### config.mk
export PLATFORM = sky130hd
export DESIGN_NAME = ffsig_top
export DESIGN_NICKNAME = d
export VERILOG_FILES = /design/src/common/ffsig_pkg.sv /design/src/verilog/ffsig_sync.sv /design/src/verilog/ffsig_top.sv
export VERILOG_INCLUDE_DIRS = /design/src /design/src/common
export SDC_FILE = /design/constraint.sdc
export NUM_CORES = 1
export LEC_CHECK = 0
export BUFFER_PORTS_ARGS = -buffer_cell sky130_fd_sc_hd__buf_4
export CAP_MARGIN = 20
export CORE_ASPECT_RATIO = 1.25
export CORE_MARGIN = 3
export CORE_UTILIZATION = 54
export CTS_BUF_LIST = sky130_fd_sc_hd__clkbuf_8
export DETAILED_ROUTE_END_ITERATION = 10
export GPL_TIMING_DRIVEN = 0
export PLACE_DENSITY = 0.87
export SLEW_MARGIN = 20
export SYNTH_ARGS = -nofsm -noshare
export SYNTH_HDL_FRONTEND = slang
export SYNTH_SLANG_ARGS = --single-unit
### constraint.sdc
create_clock -name core_clk -period 1.4 [get_ports core_clk]
set_input_delay 0.14 -clock core_clk [delete_from_list [all_inputs] [get_ports core_clk]]
set_output_delay 0.14 -clock core_clk [all_outputs]
set_load 0.05 [all_outputs]
### src/common/ffsig_defines.svh
// constants for far-end fault signalling
`ifndef FFSIG_DEFINES_SVH
`define FFSIG_DEFINES_SVH
`define FFSIG_ONES_LEN      7'h54
`define FFSIG_PAT_LEN       7'h55
`define FFSIG_DET_NEEDED    2'h3
`define FFSIG_CNT_RESET     7'h00
`define FFSIG_HITS_RESET    2'h0
`define FFSIG_STATUS_RESET  1'b0
`endif

### src/common/ffsig_pkg.sv
// types for far-end fault signalling
package ffsig_pkg;
  typedef enum logic [1:0] {
    FFSIG_TX_PASS,
    FFSIG_TX_FAULT
  } ffsig_tx_state_e;

  typedef struct packed {
    logic valid;
    logic data;
  } ffsig_bit_s;

  typedef logic [6:0] ffsig_cnt_t;
endpackage

### src/verilog/ffsig_sync.sv
// two-stage synchroniser for pin levels
`timescale 1ns/10ps
module ffsig_sync #(
  parameter int WIDTH = 1
) (
  input  wire logic             core_clk,
  input  wire logic             rst,
  input  wire logic [WIDTH-1:0] d,
  output logic      [WIDTH-1:0] q
);
  logic [WIDTH-1:0] stage1;

  always_ff @(posedge core_clk or posedge rst) begin
    if (rst) begin
      stage1 <= '0;
      q      <= '0;
    end else begin
      stage1 <= d;
      q      <= stage1;
    end
  end
endmodule

### src/verilog/ffsig_top.sv
// far-end fault detection and generation on the fiber line stream
`timescale 1ns/10ps
`include "ffsig_defines.svh"
module ffsig_top
  import ffsig_pkg::*;
(
  input  wire logic       core_clk,
  input  wire logic       rst,
  input  wire logic       soft_reset,
  input  wire logic       fiber_100m_mode,
  input  wire logic       link_ok,
  input  wire ffsig_bit_s rx_bit,
  input  wire ffsig_bit_s tx_in_bit,
  output ffsig_bit_s      tx_out_bit,
  output logic            remote_fault,
  output logic            far_end_fault_signal,
  output logic            scramble_bypass
);
  // ----------------------------------------
  // pin synchronisation
  // ----------------------------------------
  logic [1:0] pins_sync;

  ffsig_sync #(
    .WIDTH (2)
  ) u_sync (
    .core_clk (core_clk),
    .rst      (rst),
    .d        ({fiber_100m_mode, link_ok}),
    .q        (pins_sync)
  );

  wire logic fiber_on = pins_sync[1];
  wire logic link_up  = pins_sync[0];
  wire logic clr      = soft_reset | ~fiber_on;

  // ----------------------------------------
  // receive pattern detector
  // ----------------------------------------
  ffsig_cnt_t ones_cnt;
  logic [1:0] hits;
  ffsig_cnt_t next_ones_cnt;
  logic [1:0] next_hits;

  wire logic ones_full = ones_cnt >= `FFSIG_ONES_LEN;
  wire logic rx_one    = rx_bit.valid & rx_bit.data;
  wire logic rx_zero   = rx_bit.valid & ~rx_bit.data;
  wire logic pat_done  = rx_zero & (ones_cnt == `FFSIG_ONES_LEN);
  wire logic pat_break = rx_zero & ~pat_done;
  wire logic reach3    = pat_done & (hits == (`FFSIG_DET_NEEDED - 2'h1));

  always_comb begin
    next_ones_cnt = ones_cnt;
    next_hits     = hits;
    if (rx_one && !ones_full) begin
      next_ones_cnt = ones_cnt + 7'h01;
    end else if (rx_one) begin
      next_ones_cnt = `FFSIG_ONES_LEN + 7'h01;
    end
    if (rx_zero) begin
      next_ones_cnt = `FFSIG_CNT_RESET;
    end
    if (pat_done && hits != `FFSIG_DET_NEEDED) begin
      next_hits = hits + 2'h1;
    end else if (pat_break) begin
      next_hits = `FFSIG_HITS_RESET;
    end
  end

  always_ff @(posedge core_clk or posedge rst) begin
    if (rst) begin
      ones_cnt     <= `FFSIG_CNT_RESET;
      hits         <= `FFSIG_HITS_RESET;
      remote_fault <= `FFSIG_STATUS_RESET;
    end else if (clr) begin
      ones_cnt     <= `FFSIG_CNT_RESET;
      hits         <= `FFSIG_HITS_RESET;
      remote_fault <= `FFSIG_STATUS_RESET;
    end else begin
      ones_cnt     <= next_ones_cnt;
      hits         <= next_hits;
      remote_fault <= remote_fault | reach3;
    end
  end

  // ----------------------------------------
  // transmit pattern generator
  // ----------------------------------------
  ffsig_tx_state_e tx_state;
  ffsig_tx_state_e next_tx_state;
  ffsig_cnt_t      gen_cnt;
  ffsig_cnt_t      next_gen_cnt;

  wire logic fault_req = fiber_on & ~link_up & ~soft_reset;
  wire logic gen_last  = gen_cnt == (`FFSIG_PAT_LEN - 7'h01);
  wire logic gen_bit   = ~gen_last;
  wire logic in_fault  = tx_state == FFSIG_TX_FAULT;

  always_comb begin
    next_tx_state = tx_state;
    next_gen_cnt  = gen_cnt;
    unique case (tx_state)
      FFSIG_TX_PASS: begin
        if (fault_req) begin
          next_tx_state = FFSIG_TX_FAULT;
          next_gen_cnt  = `FFSIG_CNT_RESET;
        end
      end
      FFSIG_TX_FAULT: begin
        if (tx_in_bit.valid) begin
          next_gen_cnt = gen_last ? `FFSIG_CNT_RESET : gen_cnt + 7'h01;
          if (gen_last && !fault_req) begin
            next_tx_state = FFSIG_TX_PASS;
          end
        end
        if (!fiber_on || soft_reset) begin
          next_tx_state = FFSIG_TX_PASS;
        end
      end
      default: begin
        next_tx_state = FFSIG_TX_PASS;
      end
    endcase
  end

  always_ff @(posedge core_clk or posedge rst) begin
    if (rst) begin
      tx_state             <= FFSIG_TX_PASS;
      gen_cnt              <= `FFSIG_CNT_RESET;
      tx_out_bit           <= '0;
      far_end_fault_signal <= 1'b0;
      scramble_bypass      <= 1'b0;
    end else begin
      tx_state             <= next_tx_state;
      gen_cnt              <= next_gen_cnt;
      tx_out_bit.valid     <= tx_in_bit.valid;
      tx_out_bit.data      <= in_fault ? gen_bit : tx_in_bit.data;
      far_end_fault_signal <= in_fault;
      scramble_bypass      <= fiber_on;
    end
  end
endmodule

==> summary.md <==
The synthesized-area fraction occupied by xor and xnor cells was 2.025%. For this design, the slowest cell found on the critical path is dfrtp_2. The utilization after layout is 75.31%. Complex-gate fraction of the synthesized area: 14.75%. The highest clock frequency the design can meet is 0.6210 GHz, and the total of warnings raised by yosys is 0. Of the cells placed in the final design, the portion with a size suffix greater than 1 is 33.99%.

The floorplan has 19 rows. After detailed routing, the average wire length per cell comes to 16.52 µm. Summing the sequential cell areas from Yosys gives 50.14% of the chip area.

The analysis attributes to net switching a power of 0.3732 mW. The largest single stage delay on the critical path is 0.44 ns. The run gives 0.003341 ns as the post-route clock skew. The number of antenna diodes in the final layout is 0. The main flop type after synthesis is dfrtp_1.

For the via count of the first global-routing pass, the log shows 1096. The routed layout has 1051 vias. By area, the combinational part of the netlist is dominated by simple AND/OR/NAND/NOR gates.

The post-synthesis mux area share was 1.736%. The top cell type by area accounts for 50.14% of the synthesized area. The die is 49.85 µm wide.

For the top-level port count, the log shows 14. The logs give 184 for the filler-free cell count of the finished design and 156 for the number of inserted filler cells in the final layout. The minimum period implied by the final worst setup slack was 1.610 ns; the count of unique library cells instantiated by Yosys was 40.

The checks that failed: setup timing. The register-to-register setup slack was -0.21 ns; the number of endpoints failing setup at the final stage was 7. The instance area after placement is 0.001434 mm², and the number of input and output port buffers inserted is 13. The tools report the first-pass GRT wire length as 5050 µm. The height of the die is 60.81 µm, and the total negative slack for setup checks is -0.5846 ns. The total routing usage reported by global routing is 22.39%, and the worst relative slew slack is 36.30%.

The worst register-to-register path has a depth of 6. Summing every instance area after synthesis gives 0.001297 mm². For the number of H-tree branching levels, the log shows 1.

OpenSTA, run right after detailed placement, puts the worst setup slack at -0.2414 ns. The share of total power dissipated in combinational logic is 12.5%. For this design the static power due to leakage is 0.7375 nW. The count of nets left with antenna violations once routing finished came out at 0.

Detailed placement ended at an HPWL of 1812 µm. Summed over all layers, the routed wires come to 3039 µm. Using the TritonRoute via totals, the vias-per-cell ratio works out to 5.712. TritonCTS built the clock tree. The worst setup path is launched from a flip-flop.

Walking the worst path, the cells encountered are buf_4 -> and2_1 -> buf_2 -> nor2_2 -> o21ai_0 -> a21oi_1. The run gives 1.79 ns as the arrival time reported for the critical path endpoint. The latest clock arrival within the worst-skew pair is 0.27 ns, and the total iterations of the first detailed-routing run is 4.

Clock-pin slew was measured on the worst setup and hold paths at 0.09 ns. The finished cells cover 0.001683 mm². For the clock sink count, the log shows 26.

Fraction of registers with async set or reset after synthesis: 100.0%. The mean area per synthesized cell is 10.38 µm², and the fraction of the mapped netlist area in simple logic gates is 21.70%. The tool flagged a number of max-cap violations equal to 0. The detailed router finished its first iteration with 24 violations.

Power density relative to cell area: 880.5 mW/mm². For this configuration, the core starts out at a cell density of 58.06%. The placed cell count is 169. The final worst setup slack is -0.2104 ns. In this run, CTS created clock tree buffers numbering 3. Entering global routing, the biggest net connects 27 pins. For the final global-route overflow total, the log shows 0. Relative to the synthesized area, the layout overhead comes to 29.70%.

The run gives 2 as the number of buffers between clock root and the deepest sink. The total nets after synthesis is 140. The actual transition at the worst max-transition pin works out to 0.9544 ns.

The flow ran to the end, but the final reports show violations. In this run the critical register-to-register path is launched from tx_state[0]$_DFFE_PP0P_. The critical path is of the reg -> reg type. The largest fanout on the critical path came out at 7. Final count of hold timing violations: 0. At the end of the flow, the number of nets in the layout was 169.

Setup repair after global routing could not meet its margin everywhere. The number of max-slew violations in the final report was 0. Overall power consumption after layout is estimated at 1.482 mW.

The total internal power was 1.109 mW. The critical path capture point type is a flip-flop. The floorplan step defined a core boundary enclosing 0.002235 mm².

The synthesized design contains 0 enable-type register cells. Routability-driven placement finished with a final weighted congestion of 0.7831. The tools report the fraction of power consumed by the clock network as 32.5%. The tools report the share of power burned in registers as 55.0%. The switching part of the total works out to 25.18%. The number of antenna violations at the first check in global routing is 0, and the tightest hold margin is 0.08341 ns. The die area is 0.003031 mm². Yosys attributes the largest share of cell area to dfrtp_1, ha_1, inv_1, nand2b_1, a21oi_1. In the routed design, unresolved DRC markers number 0. Synthesis produced a netlist whose cell count is 125. In this run, synthesis produced a sequential element count of 26. After Yosys synthesis, full adders, half adders and majority gates account for 5.786% of the synthesized area. STA puts the critical path data required time at 1.58 ns. The biggest area contributor in the post-synthesis netlist is dfrtp_1. The cell sitting at the root of the clock tree is a clkbuf_8.

IR analysis of the VDD net gives a maximum drop of 0.7663 mV. The post-route fraction of the period consumed by the critical path is 115.0%. The worst register-to-register path ends at gen_cnt[4]$_DFFE_PP0P_. The worst hold path belongs to the class in -> async.
area by class of cell:
cell class | instances | area, µm² | share of cell area, %
Timing Repair Buffer | 24 | 191.4 | 11.38
Tap cell | 31 | 38.79 | 2.305
Multi-Input combinational cell | 86 | 691.9 | 41.12
Inverter | 10 | 37.54 | 2.230
Buffer | 3 | 12.51 | 0.7435
Clock buffer | 4 | 55.05 | 3.271
Sequential cell | 26 | 655.6 | 38.96
power groups by stage:
stage / combinational, mW / sequential [mW] / clock (mW)
2_1_floorplan: 0.0749 / 0.839 / 0
3_3_place_gp: 0.144 / 0.821 / 0
3_5_place_dp: 0.147 / 0.825 / 0
4_1_cts: 0.167 / 0.810 / 0.483
5_1_grt: 0.205 / 0.819 / 0.520
6_report: 0.186 / 0.815 / 0.481
metal layers:
metal / up-vias / part of all wire, % / track usage, %
met5: - / 0 / 0
li1: 503 / - / -
met3: 7 / 2.2 / 3.440
met2: 16 / 55 / 42.34
met4: 0 / 1.6 / 9.091
met1: 525 / 41 / 25.36
sequential cells by signal (all words and copies together) (netlist names):
signal	cells
far_end_fault_signal	1
tx_state	1
gen_cnt	7
u_sync.stage1	2
tx_out_bit	2
u_sync.q	2
remote_fault	1
hits	2
ones_cnt	7
scramble_bypass	1
critical path, delay by kind of cell (launching register included):
| kind | cells | cell delay (ns) |
|---|---|---|
| and+or+nand+nor | 2 | 0.38 |
| AOI/OAI and AO/OA | 2 | 0.38 |
| DFF | 1 | 0.44 |
| buffers and inverters | 2 | 0.32 |
cells by family (layout without fill, tap and decap cells):
logic type / after synthesis / count (layout)
and+or+nand+nor: 46 / 46
adders and majority gates: 6 / 6
xor gates and xnor gates: 3 / 3
buffers and inverters: 13 / 41
DFF: 26 / 26
AOI/OAI and AO/OA: 29 / 29
muxes: 2 / 2
timing repair:
| item | in CTS | in global routing |
|---|---|---|
| resized for setup | 9 | 18 |
| buffers inserted | 4 | 4 |
| endpoints found under the hold margin | 3 | 0 |
| setup endpoints to repair | 12 | 14 |
| pin swaps | 2 | 8 |
| hold buffers | 3 | 0 |
worst max path at each step:
stage,from,end,slack (ns),depth (start not counted)
2_1_floorplan,tx_state[0]$_DFFE_PP0P_,gen_cnt[6]$_DFFE_PP0P_,-0.03,4
3_3_place_gp,tx_state[0]$_DFFE_PP0P_,gen_cnt[3]$_DFFE_PP0P_,-0.24,4
3_5_place_dp,tx_state[0]$_DFFE_PP0P_,gen_cnt[3]$_DFFE_PP0P_,-0.24,4
4_1_cts,tx_state[0]$_DFFE_PP0P_,gen_cnt[6]$_DFFE_PP0P_,-0.09,5
5_1_grt,tx_state[0]$_DFFE_PP0P_,gen_cnt[4]$_DFFE_PP0P_,-0.28,6
6_report,tx_state[0]$_DFFE_PP0P_,gen_cnt[4]$_DFFE_PP0P_,-0.21,6
placed cells by master, fill, tap and decap left out, types with 2 or more instances in the layout:
| master | n |
|---|---|
| clkbuf_8 | 4 |
| mux2_2 | 2 |
| and3_1 | 3 |
| nand2b_1 | 6 |
| a31oi_1 | 2 |
| buf_4 | 20 |
| o21ai_1 | 4 |
| a22o_1 | 2 |
| a21oi_2 | 3 |
| ha_1 | 5 |
| nand4_1 | 2 |
| xor2_1 | 3 |
| dlygate4sd3_1 | 3 |
| nor2_1 | 8 |
| o21ai_0 | 3 |
| clkbuf_1 | 2 |
| nand4b_1 | 2 |
| nand3_1 | 4 |
| dfrtp_1 | 22 |
| a21oi_1 | 4 |
| nand2_1 | 6 |
| dfrtp_2 | 4 |
| inv_1 | 9 |
Yosys cell counts (2+ instances only):
cell type  count
a21oi_1        7
a22o_1         2
a31oi_1        2
and3_1         3
clkbuf_1       2
dfrtp_1       26
ha_1           6
inv_1         10
mux2_2         2
nand2_1        6
nand2b_1       6
nand3_1        5
nand4_1        2
nand4b_1       2
nor2_1         8
nor3_1         2
o2111ai_1      2
o21ai_0        7
or3_1          2
xor2_1         3
Note: power is estimated with default switching activity, not from simulation.
